## src/dtbs_cfg.svh

```systemverilog
// Purpose: constants of the drive tag and bus sequencer
// Assumes: 20 MHz aclk, AXI4-Lite register access
// Notes: every offset, control field and timing count of the block lives here
//
// What this block does
// - any of seven requests starts one cycle
// - head increment sets latch launching the sequence
// - first 1 MHz tick sets enable and A
// - phase bits step 10,11,01,00 then enable clears
// - bus enable one is delayed A and enable
// - bus enable one encloses tag strobe one
// - brief false bus enable two is tolerated
// - enable bus first, strobe after settling
// - bus enable two latched during read/write
// - cylinder load is seek and strobe one
// - read/erase activity is read state or erase window
// - erase window ends 20 us after write
// - read/erase drives head bits at enable one
// - head load is activity, normal, strobe one
// - read/write windows set at phase B
// - completion pulse ends every cycle, 4 us after start unless strobe two latches
// - read/write completion at strobe two trailing edge
// - formatting starts head zero, then increments
// - initiate-type cycle requests idle at completion
`ifndef DTBS_CFG_SVH
`define DTBS_CFG_SVH
// register byte offsets
`define DTBS_OFS_CTRL 4'h0
`define DTBS_OFS_STAT 4'h4
// control register fields
`define DTBS_CTRL_CYL_LSB 0
`define DTBS_CTRL_HEAD_LSB 8
`define DTBS_CTRL_RST 32'h0000_0000
// axi responses
`define DTBS_RESP_OKAY 2'h0
`define DTBS_RESP_SLVERR 2'h2
// timing, figures in ns, derived counts in aclk cycles
`define DTBS_CLK_NS 50
`define DTBS_TICK_NS 1000
`define DTBS_DLY_NS 200
`define DTBS_ERASE_NS 20000
`define DTBS_TICK_CYC (`DTBS_TICK_NS / `DTBS_CLK_NS)
`define DTBS_DLY_CYC ((`DTBS_DLY_NS + `DTBS_CLK_NS - 1) / `DTBS_CLK_NS)
`define DTBS_ERASE_CYC ((`DTBS_ERASE_NS + `DTBS_CLK_NS - 1) / `DTBS_CLK_NS)
`endif

```

## src/dtbs_pkg.sv

```systemverilog
// Purpose: shared types of the drive tag and bus sequencer
// Assumes: nothing beyond the header
// Notes: request and drive signals travel as packed structs
package dtbs_pkg;
  // start requests from the major state control, one-cycle pulses
  typedef struct packed {
    logic execute;
    logic enter_read;
    logic enter_write;
    logic enter_recal;
    logic enter_seek;
    logic initiate;
    logic head_inc;
  } dtbs_req_t;
  // major state levels
  typedef struct packed {
    logic read_state;
    logic write_state;
    logic seek_state;
  } dtbs_mstate_t;
  // cable to the selected drive
  typedef struct packed {
    logic bus_en1;
    logic bus_en2;
    logic tag_gate1;
    logic tag_gate2;
    logic cyl_load;
    logic head_load;
    logic cylinder_bits_drive;
    logic head_bits_drive;
    logic read_win;
    logic write_win;
    logic erase_win;
    logic [7:0] unit_bus;
  } dtbs_drive_t;
endpackage

```

## src/dtbs_sync3.sv

```systemverilog
// Purpose: three-stage synchroniser for a pin level
// Assumes: input asynchronous to aclk
// Notes: output follows once stages two and three agree
`timescale 1ns/1ns
module dtbs_sync3 (
  input wire logic aclk,
  input wire logic aresetn,
  input wire logic ce,
  input wire logic pin,
  output logic level
);
  logic s1_r; // first stage, read only by s2_r
  logic s2_r; // second stage
  logic s3_r; // third stage
  // ****************************************
  // shift chain and agreement
  // ****************************************
  always_ff @(posedge aclk)
  begin
    if (!aresetn)
    begin
      s1_r <= 1'b0;
      s2_r <= 1'b0;
      s3_r <= 1'b0;
      level <= 1'b0;
    end
    else if (ce)
    begin
      s1_r <= pin;
      s2_r <= s1_r;
      s3_r <= s2_r;
      if (s2_r == s3_r)
        level <= s3_r; // stable change accepted
    end
  end
endmodule

```

## src/dtbs_top.sv

```systemverilog
// Purpose: tag and bus line sequencer toward the selected disk drive
// Assumes: requests and states come from logic on aclk; format switch is a pin
// Notes: registers over AXI4-Lite; all outputs registered
//
// Chosen here: the AXI4-Lite interface to the registers and the address map.
`timescale 1ns/1ns
`include "dtbs_cfg.svh"
module dtbs_top
  import dtbs_pkg::*;
(
  input wire logic aclk,
  input wire logic aresetn,
  input wire logic ce,
  input wire logic [3:0] s_axi_awaddr,
  input wire logic s_axi_awvalid,
  output logic s_axi_awready,
  input wire logic [31:0] s_axi_wdata,
  input wire logic [3:0] s_axi_wstrb,
  input wire logic s_axi_wvalid,
  output logic s_axi_wready,
  output logic [1:0] s_axi_bresp,
  output logic s_axi_bvalid,
  input wire logic s_axi_bready,
  input wire logic [3:0] s_axi_araddr,
  input wire logic s_axi_arvalid,
  output logic s_axi_arready,
  output logic [31:0] s_axi_rdata,
  output logic [1:0] s_axi_rresp,
  output logic s_axi_rvalid,
  input wire logic s_axi_rready,
  input wire dtbs_req_t req,
  input wire dtbs_mstate_t mstate,
  input wire logic format_pin,
  output dtbs_drive_t drive,
  output logic cycle_done,
  output logic idle_req
);
  localparam logic [4:0] TICK_LAST = 5'(`DTBS_TICK_CYC - 1);
  localparam logic [8:0] ERASE_LOAD = 9'(`DTBS_ERASE_CYC);

  // ****************************************
  // decode helpers
  // ****************************************
  // byte lane merge for a register write
  function automatic logic [31:0] lane_merge(input logic [31:0] old_v,
                                             input logic [31:0] new_v,
                                             input logic [3:0] strb);
    logic [31:0] res;
    res = old_v;
    for (int i = 0; i < 4; i++)
      if (strb[i])
        res[i*8 +: 8] = new_v[i*8 +: 8];
    return res;
  endfunction

  // ****************************************
  // state declarations
  // ****************************************
  logic format_lvl; // synchronised format switch
  logic [6:0] pend_r; // latched start requests
  logic [6:0] pend_nxt;
  logic busy_r; // a cycle is under way
  logic gen_on_r; // gated 1 MHz generator running
  logic [4:0] div_r; // divider toward the tick
  logic en_r; // sequence enable bit
  logic pa_r; // phase bit a
  logic pb_r; // phase bit b
  logic [`DTBS_DLY_CYC-1:0] dly_r; // delay line on phase a
  logic tg2_r; // second tag strobe, may latch
  logic read_win_r; // read window
  logic write_win_r; // write window
  logic erase_win_r; // erase window
  logic [8:0] erase_cnt_r; // erase trailing counter
  logic init_kind_r; // cycle came from an initiate start
  logic [3:0] head_r; // head address register
  logic [7:0] cyl_r; // cylinder address register
  logic aw_got_r; // write address captured
  logic w_got_r; // write data captured
  logic [3:0] awaddr_r;
  logic [31:0] wdata_r;
  logic [3:0] wstrb_r;

  // ****************************************
  // pin synchroniser
  // ****************************************
  dtbs_sync3 u_fmt (
    .aclk(aclk),
    .aresetn(aresetn),
    .ce(ce),
    .pin(format_pin),
    .level(format_lvl)
  );

  // ****************************************
  // combinational decode
  // ****************************************
  wire take = (|pend_r) & ~busy_r; // start a new cycle now
  wire tick = gen_on_r & (div_r == TICK_LAST); // 1 MHz tick
  wire seq_phase_a_delayed = dly_r[`DTBS_DLY_CYC-1];
  wire read_or_erase_active = mstate.read_state | erase_win_r;
  wire normal_mode = ~format_lvl;
  wire bus_en1_nxt = seq_phase_a_delayed & en_r;
  wire tag_gate1_nxt = en_r & pa_r & pb_r;
  // strobe two sits in state 100, inside the second enable, and ends with it
  wire tg2_nxt = (en_r & ~pa_r & ~pb_r) | (read_or_erase_active & tg2_r);
  wire bus_en2_nxt = ~seq_phase_a_delayed & (en_r | (read_or_erase_active & tg2_r));
  wire cyl_drv_nxt = mstate.seek_state & bus_en1_nxt;
  wire head_drv_nxt = read_or_erase_active & bus_en1_nxt;
  wire head_allow = read_or_erase_active & normal_mode;
  wire done_nxt = busy_r & ~gen_on_r & ~en_r & ~tg2_r;
  wire wr_fire = aw_got_r & w_got_r & ~s_axi_bvalid;
  wire wr_ctrl = wr_fire & (awaddr_r == `DTBS_OFS_CTRL);
  wire [31:0] ctrl_img = {20'h0, head_r, cyl_r};
  wire [31:0] ctrl_new = lane_merge(ctrl_img, wdata_r, wstrb_r);
  wire [31:0] stat_img = {20'h0, format_lvl, erase_win_r, write_win_r, read_win_r,
                          tg2_r, pb_r, pa_r, en_r, gen_on_r, busy_r, pend_r[0], 1'b0};
  wire ar_ctrl = s_axi_araddr == `DTBS_OFS_CTRL;
  wire ar_stat = s_axi_araddr == `DTBS_OFS_STAT;
  wire aw_ok = (awaddr_r == `DTBS_OFS_CTRL) | (awaddr_r == `DTBS_OFS_STAT);

  // latched requests, set wins over the clear at start
  always_comb
  begin
    pend_nxt = take ? 7'h00 : pend_r;
    pend_nxt = pend_nxt | req;
  end

  // ****************************************
  // request latch and cycle bookkeeping
  // ****************************************
  always_ff @(posedge aclk)
  begin
    if (!aresetn)
    begin
      pend_r <= 7'h00;
      busy_r <= 1'b0;
      init_kind_r <= 1'b0;
    end
    else if (ce)
    begin
      pend_r <= pend_nxt;
      if (take)
      begin
        busy_r <= 1'b1;
        init_kind_r <= pend_r[1];
      end
      else if (done_nxt)
        busy_r <= 1'b0; // cycle over
    end
  end

  // ****************************************
  // gated 1 MHz generator
  // ****************************************
  always_ff @(posedge aclk)
  begin
    if (!aresetn)
    begin
      gen_on_r <= 1'b0;
      div_r <= 5'h00;
    end
    else if (ce)
    begin
      if (take)
      begin
        gen_on_r <= 1'b1;
        div_r <= TICK_LAST; // first tick at once
      end
      else if (tick)
      begin
        div_r <= 5'h00;
        if (en_r & ~pa_r & ~pb_r)
          gen_on_r <= 1'b0; // fifth tick stops it
      end
      else if (gen_on_r)
        div_r <= div_r + 5'h01;
    end
  end

  // ****************************************
  // gray phase counter
  // ****************************************
  always_ff @(posedge aclk)
  begin
    if (!aresetn)
    begin
      en_r <= 1'b0;
      pa_r <= 1'b0;
      pb_r <= 1'b0;
    end
    else if (ce && tick)
    begin
      case ({en_r, pa_r, pb_r})
        3'b000:
        begin
          en_r <= 1'b1;
          pa_r <= 1'b1;
        end
        3'b110: pb_r <= 1'b1;
        3'b111: pa_r <= 1'b0;
        3'b101: pb_r <= 1'b0;
        3'b100: en_r <= 1'b0;
        default:
        begin
          en_r <= 1'b0; // illegal code recovers to rest
          pa_r <= 1'b0;
          pb_r <= 1'b0;
        end
      endcase
    end
  end

  // ****************************************
  // phase a delay line and strobe two
  // ****************************************
  always_ff @(posedge aclk)
  begin
    if (!aresetn)
    begin
      dly_r <= '0;
      tg2_r <= 1'b0;
    end
    else if (ce)
    begin
      dly_r <= {dly_r[`DTBS_DLY_CYC-2:0], pa_r};
      tg2_r <= tg2_nxt;
    end
  end

  // ****************************************
  // read, write and erase windows
  // ****************************************
  always_ff @(posedge aclk)
  begin
    if (!aresetn)
    begin
      read_win_r <= 1'b0;
      write_win_r <= 1'b0;
      erase_win_r <= 1'b0;
      erase_cnt_r <= 9'h000;
    end
    else if (ce)
    begin
      read_win_r <= mstate.read_state & (read_win_r | pb_r);
      write_win_r <= mstate.write_state & (write_win_r | pb_r);
      if (mstate.write_state)
        erase_cnt_r <= ERASE_LOAD; // reloads while writing
      else if (erase_cnt_r != 9'h000)
        erase_cnt_r <= erase_cnt_r - 9'h001;
      erase_win_r <= write_win_r | (erase_win_r & (mstate.write_state
                     | (erase_cnt_r != 9'h000)));
    end
  end

  // ****************************************
  // address registers
  // ****************************************
  always_ff @(posedge aclk)
  begin
    if (!aresetn)
    begin
      head_r <= 4'(`DTBS_CTRL_RST >> `DTBS_CTRL_HEAD_LSB);
      cyl_r <= 8'(`DTBS_CTRL_RST >> `DTBS_CTRL_CYL_LSB);
    end
    else if (ce)
    begin
      if (take && format_lvl && pend_r[6])
        head_r <= 4'h0;
      else if (take && format_lvl && pend_r[0])
        head_r <= head_r + 4'h1;
      else if (wr_ctrl)
        head_r <= ctrl_new[`DTBS_CTRL_HEAD_LSB +: 4];
      if (wr_ctrl)
        cyl_r <= ctrl_new[`DTBS_CTRL_CYL_LSB +: 8];
    end
  end

  // ****************************************
  // cable outputs, all registered
  // ****************************************
  always_ff @(posedge aclk)
  begin
    if (!aresetn)
    begin
      drive <= '0;
      cycle_done <= 1'b0;
      idle_req <= 1'b0;
    end
    else if (ce)
    begin
      drive.bus_en1 <= bus_en1_nxt;
      drive.bus_en2 <= bus_en2_nxt;
      drive.tag_gate1 <= tag_gate1_nxt;
      drive.tag_gate2 <= tg2_nxt;
      drive.cyl_load <= mstate.seek_state & tag_gate1_nxt;
      drive.head_load <= head_allow & tag_gate1_nxt;
      drive.cylinder_bits_drive <= cyl_drv_nxt;
      drive.head_bits_drive <= head_drv_nxt;
      drive.read_win <= read_win_r;
      drive.write_win <= write_win_r;
      drive.erase_win <= erase_win_r;
      drive.unit_bus <= cyl_drv_nxt ? cyl_r : (head_drv_nxt ? {4'h0, head_r} : 8'h00);
      cycle_done <= done_nxt;
      idle_req <= done_nxt & init_kind_r;
    end
  end

  // ****************************************
  // axi4-lite write channel
  // ****************************************
  always_ff @(posedge aclk)
  begin
    if (!aresetn)
    begin
      aw_got_r <= 1'b0;
      w_got_r <= 1'b0;
      awaddr_r <= 4'h0;
      wdata_r <= 32'h0;
      wstrb_r <= 4'h0;
      s_axi_awready <= 1'b0;
      s_axi_wready <= 1'b0;
      s_axi_bvalid <= 1'b0;
      s_axi_bresp <= `DTBS_RESP_OKAY;
    end
    else if (ce)
    begin
      s_axi_awready <= ~aw_got_r & ~(s_axi_awvalid & s_axi_awready);
      s_axi_wready <= ~w_got_r & ~(s_axi_wvalid & s_axi_wready);
      if (s_axi_awvalid && s_axi_awready)
      begin
        aw_got_r <= 1'b1; // address held
        awaddr_r <= {s_axi_awaddr[3:2], 2'h0};
      end
      if (s_axi_wvalid && s_axi_wready)
      begin
        w_got_r <= 1'b1; // data held
        wdata_r <= s_axi_wdata;
        wstrb_r <= s_axi_wstrb;
      end
      if (wr_fire)
      begin
        s_axi_bvalid <= 1'b1; // status writes ignored
        s_axi_bresp <= aw_ok ? `DTBS_RESP_OKAY : `DTBS_RESP_SLVERR;
      end
      else if (s_axi_bvalid && s_axi_bready)
      begin
        s_axi_bvalid <= 1'b0;
        aw_got_r <= 1'b0;
        w_got_r <= 1'b0;
      end
    end
  end

  // ****************************************
  // axi4-lite read channel
  // ****************************************
  always_ff @(posedge aclk)
  begin
    if (!aresetn)
    begin
      s_axi_arready <= 1'b0;
      s_axi_rvalid <= 1'b0;
      s_axi_rdata <= 32'h0;
      s_axi_rresp <= `DTBS_RESP_OKAY;
    end
    else if (ce)
    begin
      s_axi_arready <= ~s_axi_rvalid & ~(s_axi_arvalid & s_axi_arready);
      if (s_axi_arvalid && s_axi_arready)
      begin
        s_axi_rvalid <= 1'b1;
        s_axi_rdata <= ar_ctrl ? ctrl_img : (ar_stat ? stat_img : 32'h0);
        s_axi_rresp <= (ar_ctrl | ar_stat) ? `DTBS_RESP_OKAY : `DTBS_RESP_SLVERR;
      end
      else if (s_axi_rvalid && s_axi_rready)
        s_axi_rvalid <= 1'b0;
    end
  end

  // ****************************************
  // assertions
  // ****************************************
  property p_start;
    @(posedge aclk) disable iff (!aresetn)
    (ce && take) |=> busy_r && gen_on_r;
  endproperty
  a_start: assert property (p_start) else $error("start not taken");

  property p_first_tick;
    @(posedge aclk) disable iff (!aresetn)
    (ce && tick && !en_r && !pa_r && !pb_r) |=> en_r && pa_r && !pb_r;
  endproperty
  a_first_tick: assert property (p_first_tick) else $error("first tick wrong");

  property p_gray;
    @(posedge aclk) disable iff (!aresetn)
    (ce && tick && en_r && pa_r && !pb_r) |=> en_r && pa_r && pb_r;
  endproperty
  a_gray: assert property (p_gray) else $error("phase b not set");

  property p_enclose;
    @(posedge aclk) disable iff (!aresetn)
    drive.tag_gate1 |-> drive.bus_en1;
  endproperty
  a_enclose: assert property (p_enclose) else $error("strobe outside enable");

  property p_enclose2;
    @(posedge aclk) disable iff (!aresetn)
    drive.tag_gate2 |-> drive.bus_en2;
  endproperty
  a_enclose2: assert property (p_enclose2) else $error("strobe two outside enable");

  property p_cyl_load;
    @(posedge aclk) disable iff (!aresetn)
    (ce && mstate.seek_state && tag_gate1_nxt) |=> drive.cyl_load;
  endproperty
  a_cyl_load: assert property (p_cyl_load) else $error("cylinder load missing");

  property p_head_load;
    @(posedge aclk) disable iff (!aresetn)
    drive.head_load |-> drive.tag_gate1 && drive.unit_bus[7:4] == 4'h0;
  endproperty
  a_head_load: assert property (p_head_load) else $error("head load wrong");

  property p_done_pulse;
    @(posedge aclk) disable iff (!aresetn)
    cycle_done |-> !drive.tag_gate2 && !en_r;
  endproperty
  a_done_pulse: assert property (p_done_pulse) else $error("done too early");

  property p_idle;
    @(posedge aclk) disable iff (!aresetn)
    idle_req |-> cycle_done;
  endproperty
  a_idle: assert property (p_idle) else $error("idle without completion");
endmodule

```

## config.mk

```make
export PLATFORM = sky130hd
export DESIGN_NAME = dtbs_top
export DESIGN_NICKNAME = d
export VERILOG_FILES = /design/src/dtbs_pkg.sv /design/src/dtbs_sync3.sv /design/src/dtbs_top.sv
export VERILOG_INCLUDE_DIRS = /design/src /design/src/src
export SDC_FILE = /design/constraint.sdc
export NUM_CORES = 1
export LEC_CHECK = 0
export ABC_AREA = 1
export BUFFER_PORTS_ARGS = -buffer_cell sky130_fd_sc_hd__buf_4
export CORE_ASPECT_RATIO = 1.25
export CORE_MARGIN = 2
export CORE_UTILIZATION = 50
export CTS_BUF_LIST = sky130_fd_sc_hd__clkbuf_4 sky130_fd_sc_hd__clkbuf_8 sky130_fd_sc_hd__clkbuf_16
export CTS_CLUSTER_DIAMETER = 60
export CTS_CLUSTER_SIZE = 40
export DETAILED_ROUTE_END_ITERATION = 12
export PLACE_DENSITY = 0.85
export SKIP_LAST_GASP = 1
export SLEW_MARGIN = 20
export SYNTH_ARGS = -nofsm -noshare
export SYNTH_HDL_FRONTEND = slang
export SYNTH_SLANG_ARGS = --single-unit
```

## constraint.sdc

```tcl
create_clock -name aclk -period 1.79 [get_ports aclk]
set_input_delay 0 -clock aclk [delete_from_list [all_inputs] [get_ports aclk]]
set_output_delay 0 -clock aclk [all_outputs]
set_load 0.005 [all_outputs]
```

==> results.rst, run 1 <==
.. list-table::
   :header-rows: 1

   * - Metric
     - Value
   * - Layout Area Growth over Synthesis
     - 24.8%
   * - Crit share post-route
     - 0.929
   * - Count of inserted antenna diode cells
     - 0
   * - Die X
     - between 90 and 100 um
   * - Source-to-sink clock delay at the later pin of the worst-skew pair
     - about 0.35 ns
   * - Min Tclk post-route
     - 1.66 ns
   * - Synth Cell Area
     - 0.00482 mm2
   * - Number of instances in the synthesized netlist
     - 632
   * - Full die area
     - between 0.01 and 0.015 mm2
   * - Final layout net count
     - 794
   * - Cell taking the most area after synthesis
     - sky130_fd_sc_hd__dfxtp_1
   * - Placed standard-cell area
     - 0.00540 mm2
   * - Mean number of vias per cell
     - 5.23
   * - Count of unresolved DRC violations after routing
     - 0
   * - Sinks on Clock Net
     - 108
   * - Endpoints failing setup
     - 0
   * - Total count of max-transition violations in the final report
     - 0
   * - Req. time, crit path
     - 2.07 ns
   * - Total overflow reported by the global router
     - 0
   * - Core region area
     - 0.00951 mm2
   * - Footprint of the multi-input gates
     - 0.00208 mm2
   * - Power per standard cell area
     - 884 mW/mm2
   * - Number of flops mapped to enable cells by yosys
     - 0
   * - Height of the chip
     - 114 um
   * - Fraction of layout instances using a drive strength above 1
     - 0.188
   * - Unique cell type count in the Yosys netlist
     - 44
   * - Hold_ws
     - 0.0277 ns
   * - Row count
     - 40
   * - Worst min-delay path class
     - input pin to register
   * - Post-layout power
     - 0.00532 W
   * - Yosys warning total
     - 0
   * - Number of cells on the worst reg-to-reg path
     - 5
   * - Fraction of registers with async set/reset
     - 0
   * - Leading cell type in the layout, fill and taps excluded
     - sky130_fd_sc_hd__dfxtp_1
   * - Routed wire length
     - approximately 12000 um
   * - Worst setup SP type
     - input pin
   * - Synth top area cells
     - sky130_fd_sc_hd__dfxtp_1 (45%), sky130_fd_sc_hd__a21oi_1 (7.4%), sky130_fd_sc_hd__nand2_1 (7.2%)
   * - Top-area cell type share of the netlist area
     - 0.449
   * - Largest net degree at the start of global routing
     - approximately 50
   * - Unrepaired setup endpoints after global routing
     - no
   * - Max_cap viols
     - 0
   * - Worst-case clock skew
     - ~0.0096 ns
   * - Maximum fanout encountered on the critical timing path
     - 50
   * - Portion of the post-synthesis area used by sequential elements
     - 0.449
   * - Global routing usage summed across all routing layers
     - 0.232
   * - Via count
     - about 4500
   * - Leakage component of the power
     - around 2.6 nW
   * - Area of all placed cells without fillers
     - between 0.006 and 0.007 mm2
   * - Root buffer cell
     - sky130_fd_sc_hd__clkbuf_16
   * - Result of the run
     - complete, no violations
   * - Crit path cell chain
     - dlygate4sd3_1 -> buf_4 -> buf_6 -> o21ai_0 -> a31oi_1 -> dlygate4sd3_1
   * - Final RePlAce weighted congestion
     - about 0.95
   * - Slowest stage delay, CP
     - 0.56 ns
   * - First-pass GRT wire length
     - 19400 um
   * - Final HPWL DP
     - 8290 um
   * - Post-DRT Antenna Nets
     - 0
   * - Tightest slew margin relative to the limit
     - 0.559
   * - Total CTS buffers
     - 9
   * - Sequential cell area
     - ~0.0022 mm2
   * - Crit path DAT
     - 1.95 ns
   * - Initial antenna violation count
     - 0
   * - Buffer levels on the longest clock path
     - 2
   * - Most frequent cell on the critical path
     - sky130_fd_sc_hd__dlygate4sd3_1
   * - Clock transition at path regs
     - 0.07 ns
   * - Pin slew with the least headroom to its limit
     - between 0.6 and 0.7 ns
   * - Worst path slowest cell
     - sky130_fd_sc_hd__dlygate4sd3_1
   * - Worst Setup End Kind
     - register
   * - Initial Util
     - 0.507
   * - Main synth FF type
     - sky130_fd_sc_hd__dfxtp_1
   * - Buffers added on ports
     - 78
   * - Fin Setup TNS
     - 0 ns
   * - Clock tree from TritonCTS
     - built
   * - Maximum ir drop on the vdd rail
     - 0.691 mV
   * - Vias in the first global route
     - between 4000 and 5000
   * - # H-tree levels
     - 3
   * - Leading cell types in the layout, fill and taps excluded
     - sky130_fd_sc_hd__dfxtp_1 (108), sky130_fd_sc_hd__nand2_1 (93), sky130_fd_sc_hd__buf_4 (83)
   * - Final-report hold violation count
     - 0
   * - Mean area per synthesized cell
     - about 7.6 um2
   * - Achievable clock frequency
     - about 600 MHz
   * - Hold Path Cell Cnt
     - 3
   * - Router iterations before antenna repair
     - 5
   * - Count of fill cells added during filler insertion
     - 804
   * - Category of the most critical setup path
     - input pin to register
   * - Boundary pin count
     - 125
   * - Iteration-0 DRC Markers
     - 245
   * - Wire per inst
     - 13.9 um
   * - Post-synthesis sequential element count
     - about 110
-- registers in the layout, indices dropped and copies added (netlist names), 2 cells and up --
signal / cells
drive: 19
s_axi_rdata: 12
wdata_r: 12
erase_cnt_r: 9
cyl_r: 8
pend_r: 7
div_r: 5
dly_r: 4
head_r: 4
awaddr_r: 2
wstrb_r: 2
-- Yosys cell counts (3+ instances only) --
cell type,count
sky130_fd_sc_hd__a211oi_1,3
sky130_fd_sc_hd__o21ai_0,55
sky130_fd_sc_hd__buf_2,12
sky130_fd_sc_hd__inv_1,82
sky130_fd_sc_hd__a21oi_1,71
sky130_fd_sc_hd__ha_1,3
sky130_fd_sc_hd__nor2_4,3
sky130_fd_sc_hd__nor3_1,5
sky130_fd_sc_hd__inv_2,7
sky130_fd_sc_hd__buf_4,25
sky130_fd_sc_hd__o221ai_1,15
sky130_fd_sc_hd__nand2_2,4
sky130_fd_sc_hd__nand2_1,93
sky130_fd_sc_hd__nor2_2,4
sky130_fd_sc_hd__nand4_1,8
sky130_fd_sc_hd__nor2_1,49
sky130_fd_sc_hd__o21ai_1,10
sky130_fd_sc_hd__nand3_1,26
sky130_fd_sc_hd__dfxtp_1,108
sky130_fd_sc_hd__a21oi_2,4
sky130_fd_sc_hd__nand3_2,3
sky130_fd_sc_hd__clkbuf_1,14
-- layout make-up --
cell class | count | share of cell area
clock inverters | 5 | 0.00957
multi-input cells | 402 | 0.345
well taps | 126 | 0.0262
repair buffers | 116 | 0.160
flip-flops and latches | 108 | 0.359
clock buffers | 11 | 0.0410
inverters | 91 | 0.0584
-- worst paths after layout --
path                      start             end  slack (ns)
hold / removal           req[2]       pend_r[2]        0.03
setup / recovery        aresetn  s_axi_rresp[1]        0.13
setup reg to reg  s_axi_arready  s_axi_rresp[1]        0.14
hold reg to reg      wdata_r[5]      wdata_r[5]        0.45
-- per-layer routing --
metal,part of all wire,global-route usage,vias up
met1,0.38,0.253,2050
met3,0.059,0.0429,38
met2,0.52,0.423,171
met5,0,0,-
li1,-,-,2230
met4,0.040,0.130,0
-- where the power goes --
group / total [W] / internal [W] / switching, W / leakage (nW)
clock: 0.00202 / 0.00114 / 0.000876 / 0.154
combinational: 0.000704 / 0.000307 / 0.000397 / 1.59
sequential: 0.00259 / 0.00251 / 0.0000821 / 0.880
-- per-stage QoR --
stage	cells	setup slack (ns)	util
final	859	0.126	0.633
after detailed placement	812	0.222	0.567
after global placement	812	0.301	0.567
after floorplan	653	0.400	-
after CTS	859	0.0666	0.632
after global routing	859	0.000517	0.633
-- critical path: cells and delay by family --
family / cells / cell delay (ns)
buffers and inverters: 4 / 1.62
AO/OA/AOI/OAI: 2 / 0.30
-- cell families after synthesis --
logic type               Yosys count  share of synthesized area
AND/OR/NAND/NOR                  206                      0.201
AO/OA/AOI/OAI                    167                      0.198
buffers and inverters            143                      0.137
flip-flops                       108                      0.449
XOR/XNOR                           4                    0.00727
adder cells (fa/ha/maj)            3                    0.00779
other                              1                   0.000778
-- repair_timing --
| item | CTS | global route |
|---|---|---|
| setup buffers | 0 | 0 |
| hold buffers | 31 | 0 |
| setup endpoints to repair | 0 | 1 |
| endpoints found under the hold margin | 38 | 0 |
| gates resized for setup | 0 | 3 |
No activity file was read; power rests on OpenSTA's default activity.
==> run 2: changes to the inputs <==
==> constraint.sdc (replaced) <==
create_clock -name aclk -period 2.1 [get_ports aclk]
set_input_delay 0 -clock aclk [delete_from_list [all_inputs] [get_ports aclk]]
set_output_delay 0 -clock aclk [all_outputs]
set_load 0.005 [all_outputs]
==> run 2 against run 1 <==
  * Clock skew is 0.0022 ns lower
  * Core utilization is 0.37 points lower
  * Die area stayed put
  * Count of clock-buffer cells in the layout stayed put
  * Setup slack better by 0.20 ns
  * Non-clock buffer count is 1 lower
  * Critical path type is now register to register
==> results.rst, run 2 (same netlist as run 1, synthesis figures left out) <==
.. list-table::
   :header-rows: 1

   * - Metric
     - Value
   * - Count of inserted antenna diode cells
     - 0
   * - Full die area
     - 0.0104 mm2
   * - Final-report hold violation count
     - 0
   * - Boundary pin count
     - 125
   * - Core region area
     - 0.00951 mm2
   * - Req. time, crit path
     - 2.39 ns
   * - Hold bufs inserted after CTS
     - 31
   * - Flip-flop count of the largest register after layout
     - 19
   * - Buffers added on ports
     - 78
   * - Routed wire length
     - between 10000 and 15000 um
   * - Total CTS buffers
     - 9
   * - Mean number of vias per cell
     - between 5 and 6
   * - Number of cells on the worst reg-to-reg path
     - 5
   * - Largest register by flop count
     - drive
   * - Global routing usage summed across all routing layers
     - 0.231
   * - Layout Area Growth over Synthesis
     - 24.1%
   * - Die X
     - between 90 and 100 um
   * - Area of all placed cells without fillers
     - 0.00598 mm2
   * - Total count of max-transition violations in the final report
     - 0
   * - Initial Util
     - 0.507
   * - Unrepaired setup endpoints after global routing
     - no
   * - Footprint of the multi-input gates
     - 0.00208 mm2
   * - Result of the run
     - complete, no violations
   * - Maximum fanout encountered on the critical timing path
     - 26
   * - Post-layout power
     - 0.00446 W
   * - Leakage component of the power
     - between 2 and 3 nW
   * - Fraction of layout instances using a drive strength above 1
     - 0.187
   * - Min Tclk post-route
     - 1.77 ns
   * - Wire per inst
     - 13.8 um
   * - Height of the chip
     - 114 um
   * - CP delay by family, top
     - buffers and inverters
   * - Largest net degree at the start of global routing
     - 67
   * - Crit path DAT
     - 2.07 ns
   * - Buffer levels on the longest clock path
     - 2
   * - Final layout net count
     - between 700 and 800
   * - Final HPWL DP
     - around 8000 um
   * - Worst min-delay path class
     - input pin to register
   * - Endpoints failing setup
     - 0
   * - Crit share post-route
     - 0.844
   * - Initial antenna violation count
     - 0
   * - Placed Cells
     - 811
   * - Iteration-0 DRC Markers
     - 290
   * - Count of unresolved DRC violations after routing
     - 0
   * - Row count
     - 40
   * - Count of buffer and inverter cells on the critical path
     - 2
   * - Count of placed standard cells in the final layout, fillers left out
     - about 860
   * - Achievable clock frequency
     - 564 MHz
   * - Maximum ir drop on the vdd rail
     - approximately 0.54 mV
   * - Leading cell type in the layout, fill and taps excluded
     - sky130_fd_sc_hd__dfxtp_1
   * - Fin Setup TNS
     - 0 ns
   * - Slowest stage delay, CP
     - around 0.56 ns
   * - Pin slew with the least headroom to its limit
     - ~0.85 ns
   * - First-pass GRT wire length
     - 19300 um
   * - Hold_ws
     - 0.0457 ns
   * - Worst setup SP type
     - register
   * - Count of fill cells added during filler insertion
     - 785
   * - Number of gates on the worst path with buffers counted
     - 5
   * - Source-to-sink clock delay at the later pin of the worst-skew pair
     - 0.35 ns
   * - Router iterations before antenna repair
     - 5
   * - Tightest slew margin relative to the limit
     - 0.435
   * - Leading cell types in the layout, fill and taps excluded
     - sky130_fd_sc_hd__dfxtp_1 (108), sky130_fd_sc_hd__nand2_1 (93), sky130_fd_sc_hd__buf_4 (84)
   * - Total overflow reported by the global router
     - 0
   * - Root buffer cell
     - sky130_fd_sc_hd__clkbuf_16
   * - Post-DRT Antenna Nets
     - 0
   * - Largest registers
     - drive (19), s_axi_rdata (12), wdata_r (12)
   * - Clock transition at path regs
     - 0.07 ns
   * - Number of gates resized after CTS
     - 0
   * - Placed standard-cell area
     - roughly 0.0054 mm2
   * - Worst-case clock skew
     - 0.00745 ns
   * - Clock tree from TritonCTS
     - built
   * - Sinks on Clock Net
     - around 110
   * - Hold Path Cell Cnt
     - 3
   * - Worst Setup End Kind
     - register
   * - Crit path cell chain
     - nand3_1 -> inv_2 -> o21ai_0 -> a31oi_1 -> dlygate4sd3_1
   * - Power per standard cell area
     - 746 mW/mm2
   * - Worst path slowest cell
     - sky130_fd_sc_hd__dlygate4sd3_1
   * - Post CTS Setup Buffer Count
     - 0
   * - # H-tree levels
     - 3
   * - Sequential cell area
     - 0.00216 mm2
   * - Vias in the first global route
     - 4236
   * - Category of the most critical setup path
     - register to register
   * - Final RePlAce weighted congestion
     - 0.894
   * - Via count
     - ~4500
   * - Max_cap viols
     - 0
[run 2: changes by cell type in the layout (fill, tap and decap cells not counted), sizes merged]
cell | previous run | this run
buf | 85 | 84
bufinv | 1 | 0
clkinvlp | 0 | 1
[run 2: metal layers]
| layer | GRT usage | vias to the layer above | wire (um) |
|---|---|---|---|
| met4 | 0.0975 | 0 | 374 |
| li1 | - | 2220 | - |
| met5 | 0 | - | 0 |
| met2 | 0.431 | 181 | 6210 |
| met1 | 0.251 | 2075 | 4570 |
| met3 | 0.0482 | 37 | 711 |
[run 2: per-stage QoR]
stage | setup slack, ns | utilization
after CTS | 0.388 | 0.629
final | 0.327 | 0.629
after global placement | 0.588 | 0.565
after detailed placement | 0.549 | 0.565
after floorplan | 0.710 | -
after global routing | 0.179 | 0.629
[run 2: cell type report]
type,count,share of cell area
sequential,108,0.362
tap,126,0.0264
clock buffer,11,0.0423
inverter,91,0.0584
multi-input combinational,402,0.347
timing repair buffer,115,0.157
clock inverter,5,0.00711
[run 2: worst paths after layout]
kind	startpoint	endpoint	slack (ns)
setup / recovery	s_axi_arready	s_axi_rresp[1]	0.33
hold reg to reg	wdata_r[0]	wdata_r[0]	0.45
setup reg to reg	s_axi_arready	s_axi_rresp[1]	0.33
hold / removal	s_axi_awvalid	awaddr_r[3]	0.05
[run 2: worst reg2reg max path, delay by kind of cell (launching register included)]
kind,cells,cell delay (ns)
DFF,1,0.38
AOI/OAI and AO/OA,2,0.30
buffers and inverters,2,0.90
and+or+nand+nor,1,0.14
[run 2: power breakdown]
group / total (W) / internal, W / switching, W
registers: 0.00221 / 0.00214 / 0.0000707
logic: 0.000591 / 0.000258 / 0.000334
clock network: 0.00166 / 0.000882 / 0.000780
==> run 3: changes to the inputs <==
--- a/config.mk
+++ b/config.mk
@@ -6,7 +6,7 @@
 export SDC_FILE = /design/constraint.sdc
 export NUM_CORES = 1
 export LEC_CHECK = 0
-export ABC_AREA = 1
+export ABC_AREA = 0
 export BUFFER_PORTS_ARGS = -buffer_cell sky130_fd_sc_hd__buf_4
 export CORE_ASPECT_RATIO = 1.25
 export CORE_MARGIN = 2
==> constraint.sdc (replaced) <==
create_clock -name aclk -period 1.65 [get_ports aclk]
set_input_delay 0 -clock aclk [delete_from_list [all_inputs] [get_ports aclk]]
set_output_delay 0 -clock aclk [all_outputs]
set_load 0.005 [all_outputs]
==> run 3 against run 2 <==
  * Non-clock buffer count increased by 15
  * Hold slack got worse by 0.025 ns
  * Combinational power increased by 6.9%
  * Global-route usage decreased by 0.44 points
  * Critical path depth increased by 1
  * Synthesized cell count decreased by 16%
  * Flip-flop and latch count unchanged
  * Count of clock-buffer cells in the layout decreased by 2
  * Total power increased by 26%
  * Sequential share of layout area increased by 0.069 points
  * Final cell count decreased by 11%
  * Critical path type unchanged
  * Highest routed layer unchanged
==> results.rst, run 3 <==
.. list-table::
   :header-rows: 1

   * - Metric
     - Value
   * - Result of the run
     - complete, no violations
   * - Total CTS buffers
     - 9
   * - Req. time, crit path
     - 1.87 ns
   * - Power per standard cell area
     - 940 mW/mm2
   * - Unique cell type count in the Yosys netlist
     - 62
   * - Maximum ir drop on the vdd rail
     - approximately 0.57 mV
   * - Final-report hold violation count
     - 0
   * - Slowest stage delay, CP
     - between 0.5 and 0.6 ns
   * - Routed wire length
     - 11700 um
   * - Placed standard-cell area
     - 0.00535 mm2
   * - Largest net degree at the start of global routing
     - 94
   * - Buffer levels on the longest clock path
     - 2
   * - Achievable clock frequency
     - 606 MHz
   * - Largest registers
     - drive (19), s_axi_rdata (12), wdata_r (12)
   * - Final RePlAce weighted congestion
     - just over 0.8
   * - Iteration-0 DRC Markers
     - 310
   * - First-pass GRT wire length
     - between 15000 and 20000 um
   * - Number of instances in the synthesized netlist
     - roughly 530
   * - Height of the chip
     - 112 um
   * - Category of the most critical setup path
     - register to register
   * - Wire per inst
     - 15.3 um
   * - Synth Cell Area
     - 0.00465 mm2
   * - Worst setup SP type
     - register
   * - Worst Setup End Kind
     - register
   * - Initial Util
     - 0.513
   * - Crit path cell chain
     - inv_2 -> ha_4 -> or4b_2 -> nand4_1 -> xor2_1 -> a21oi_1
   * - Fin Setup TNS
     - 0 ns
   * - Number of flops mapped to enable cells by yosys
     - 0
   * - Leakage component of the power
     - approximately 2.5 nW
   * - Boundary pin count
     - 125
   * - Final Worst Setup Slack
     - 0.000244 ns
   * - Count of buffer and inverter cells on the critical path
     - 1
   * - Count of inserted antenna diode cells
     - 0
   * - Leading cell types in the layout, fill and taps excluded
     - sky130_fd_sc_hd__dfxtp_1 (104), sky130_fd_sc_hd__buf_4 (99), sky130_fd_sc_hd__nor2_1 (73)
   * - Final layout net count
     - 706
   * - Mean number of vias per cell
     - roughly 5.5
   * - Top-area cell type share of the netlist area
     - 0.465
   * - Layout Area Growth over Synthesis
     - 28.6%
   * - Worst path slowest cell
     - sky130_fd_sc_hd__or4b_2
   * - Total count of max-transition violations in the final report
     - 0
   * - Tightest slew margin relative to the limit
     - 0.627
   * - Unrepaired setup endpoints after global routing
     - yes
   * - Core region area
     - 0.00908 mm2
   * - Final HPWL DP
     - roughly 8000 um
   * - Row count
     - 39
   * - Maximum fanout encountered on the critical timing path
     - 5
   * - Clock tree from TritonCTS
     - built
   * - Most instantiated library cell after synthesis
     - sky130_fd_sc_hd__dfxtp_1
   * - Via count
     - between 4000 and 5000
   * - Worst min-delay path class
     - input pin to register
   * - Fraction of registers with async set/reset
     - 0
   * - Mean area per synthesized cell
     - just under 9 um2
   * - Clock transition at path regs
     - 0.07 ns
   * - Cell types with the highest counts after synthesis
     - sky130_fd_sc_hd__dfxtp_1 (108), sky130_fd_sc_hd__nor2_1 (73), sky130_fd_sc_hd__nand2_1 (61), sky130_fd_sc_hd__a21oi_1 (51)
   * - Area of all placed cells without fillers
     - 0.00598 mm2
   * - Max_cap viols
     - 0
   * - Flip-flop count of the largest register after layout
     - 19
   * - Yosys warning total
     - 0
   * - Crit share post-route
     - 1.00
   * - Initial antenna violation count
     - 0
   * - # H-tree levels
     - 3
   * - Min Tclk post-route
     - 1.65 ns
   * - Pin slew with the least headroom to its limit
     - 0.558 ns
   * - Die X
     - 90.3 um
   * - Fraction of layout instances using a drive strength above 1
     - 0.226
   * - Full die area
     - 0.0101 mm2
   * - Worst-case clock skew
     - 0.00747 ns
   * - Router iterations before antenna repair
     - 5
   * - Global routing usage summed across all routing layers
     - 0.226
   * - Buffers added on ports
     - 78
   * - Endpoints failing setup
     - 0
   * - Leading cell type in the layout, fill and taps excluded
     - sky130_fd_sc_hd__dfxtp_1
   * - Crit path DAT
     - 1.87 ns
   * - CP delay by family, top
     - simple AND/OR/NAND/NOR gates
   * - Portion of the post-synthesis area used by sequential elements
     - 0.465
   * - Vias in the first global route
     - 3990
   * - Cell taking the most area after synthesis
     - sky130_fd_sc_hd__dfxtp_1
   * - Post-DRT Antenna Nets
     - 0
   * - Post-layout power
     - ~0.0056 W
   * - Hold_ws
     - 0.0211 ns
   * - Main synth FF type
     - sky130_fd_sc_hd__dfxtp_1
   * - Count of unresolved DRC violations after routing
     - 0
   * - Largest register by flop count
     - drive
   * - Sinks on Clock Net
     - 108
   * - Post CTS Setup Buffer Count
     - 0
   * - Total overflow reported by the global router
     - 0
   * - Synth top area cells
     - sky130_fd_sc_hd__dfxtp_1 (46%), sky130_fd_sc_hd__nor2_1 (5.9%), sky130_fd_sc_hd__a21oi_1 (5.5%)
   * - Root buffer cell
     - sky130_fd_sc_hd__clkbuf_16
   * - Minimum setup slack after placement
     - -0.0333 ns
   * - Source-to-sink clock delay at the later pin of the worst-skew pair
     - 0.35 ns
   * - Post-synthesis sequential element count
     - 108
run 3: cell types whose count changed after synthesis, sizes merged, moves of 20 or more:
cell / before / now
a22oi: 2 / 22
mux2i: 0 / 24
o21ai: 67 / 9
inv: 90 / 11
nand2: 99 / 61
a21oi: 75 / 51
run 3: worst paths after layout:
check | start | endpoint | slack [ns] | cells past startpoint
worst max-delay path | erase_cnt_r[1] | erase_cnt_r[7] | 0.0002 | 6
worst min-delay path | s_axi_awvalid | s_axi_awready | 0.02 | 4
worst max register to register | erase_cnt_r[1] | erase_cnt_r[7] | 0.0002 | 6
worst min register to register | wdata_r[1] | wdata_r[1] | 0.46 | 2
run 3: cell families (layout without fill, tap and decap cells):
family          Yosys count  in the layout  share of synthesized area
fa+ha+maj                 3              3                    0.00807
xor+xnor                  2              2                    0.00377
simple gates            203            203                      0.208
buf+inv                  66            154                     0.0742
other cells               1             22                   0.000806
flops                   108            108                      0.465
mux                      33             33                     0.0734
compound gates          117            117                      0.167
run 3: where the power goes:
| part | total (W) | leakage, nW | internal [W] | switching [W] |
|---|---|---|---|---|
| Combinational | 0.000632 | 1.50 | 0.000311 | 0.000321 |
| Clock | 0.00223 | 0.144 | 0.00131 | 0.000916 |
| Sequential | 0.00277 | 0.878 | 0.00269 | 0.0000798 |
run 3: cell type report:
class,count,area [um2]
fill,716,3090
multi-input combinational,380,2260
sequential,108,2170
inverter,11,41.3
clock inverter,4,76.3
timing repair buffer,130,1060
clock buffer,9,225
tap,123,154
run 3: worst min-delay path: cells and delay by family:
family,cells,cell delay (ns)
buffers and inverters,1,0.09
AOI/OAI and AO/OA,1,0.06
muxes,1,0.13
and+or+nand+nor,1,0.05
run 3: timing repair:
action	4_1_cts	5_1_grt
pin swaps	2	1
setup endpoints to repair	6	8
hold endpoints to repair	34	0
hold buffers	30	0
gates resized for setup	2	9
run 3: metrics by stage:
step                cells  utilization
finish                765        0.659
global route          765        0.659
floorplan             554            -
detailed placement    722        0.589
global placement      722        0.589
CTS                   765        0.656
run 3: metal layers:
metal	part of all wire	vias to the layer above	routed length, um	global-route usage
li1	-	2053	-	-
met1	0.39	1979	4560	0.257
met2	0.52	175	6070	0.404
met3	0.060	31	698	0.0440
met4	0.032	0	374	0.115
met5	0	-	0	0
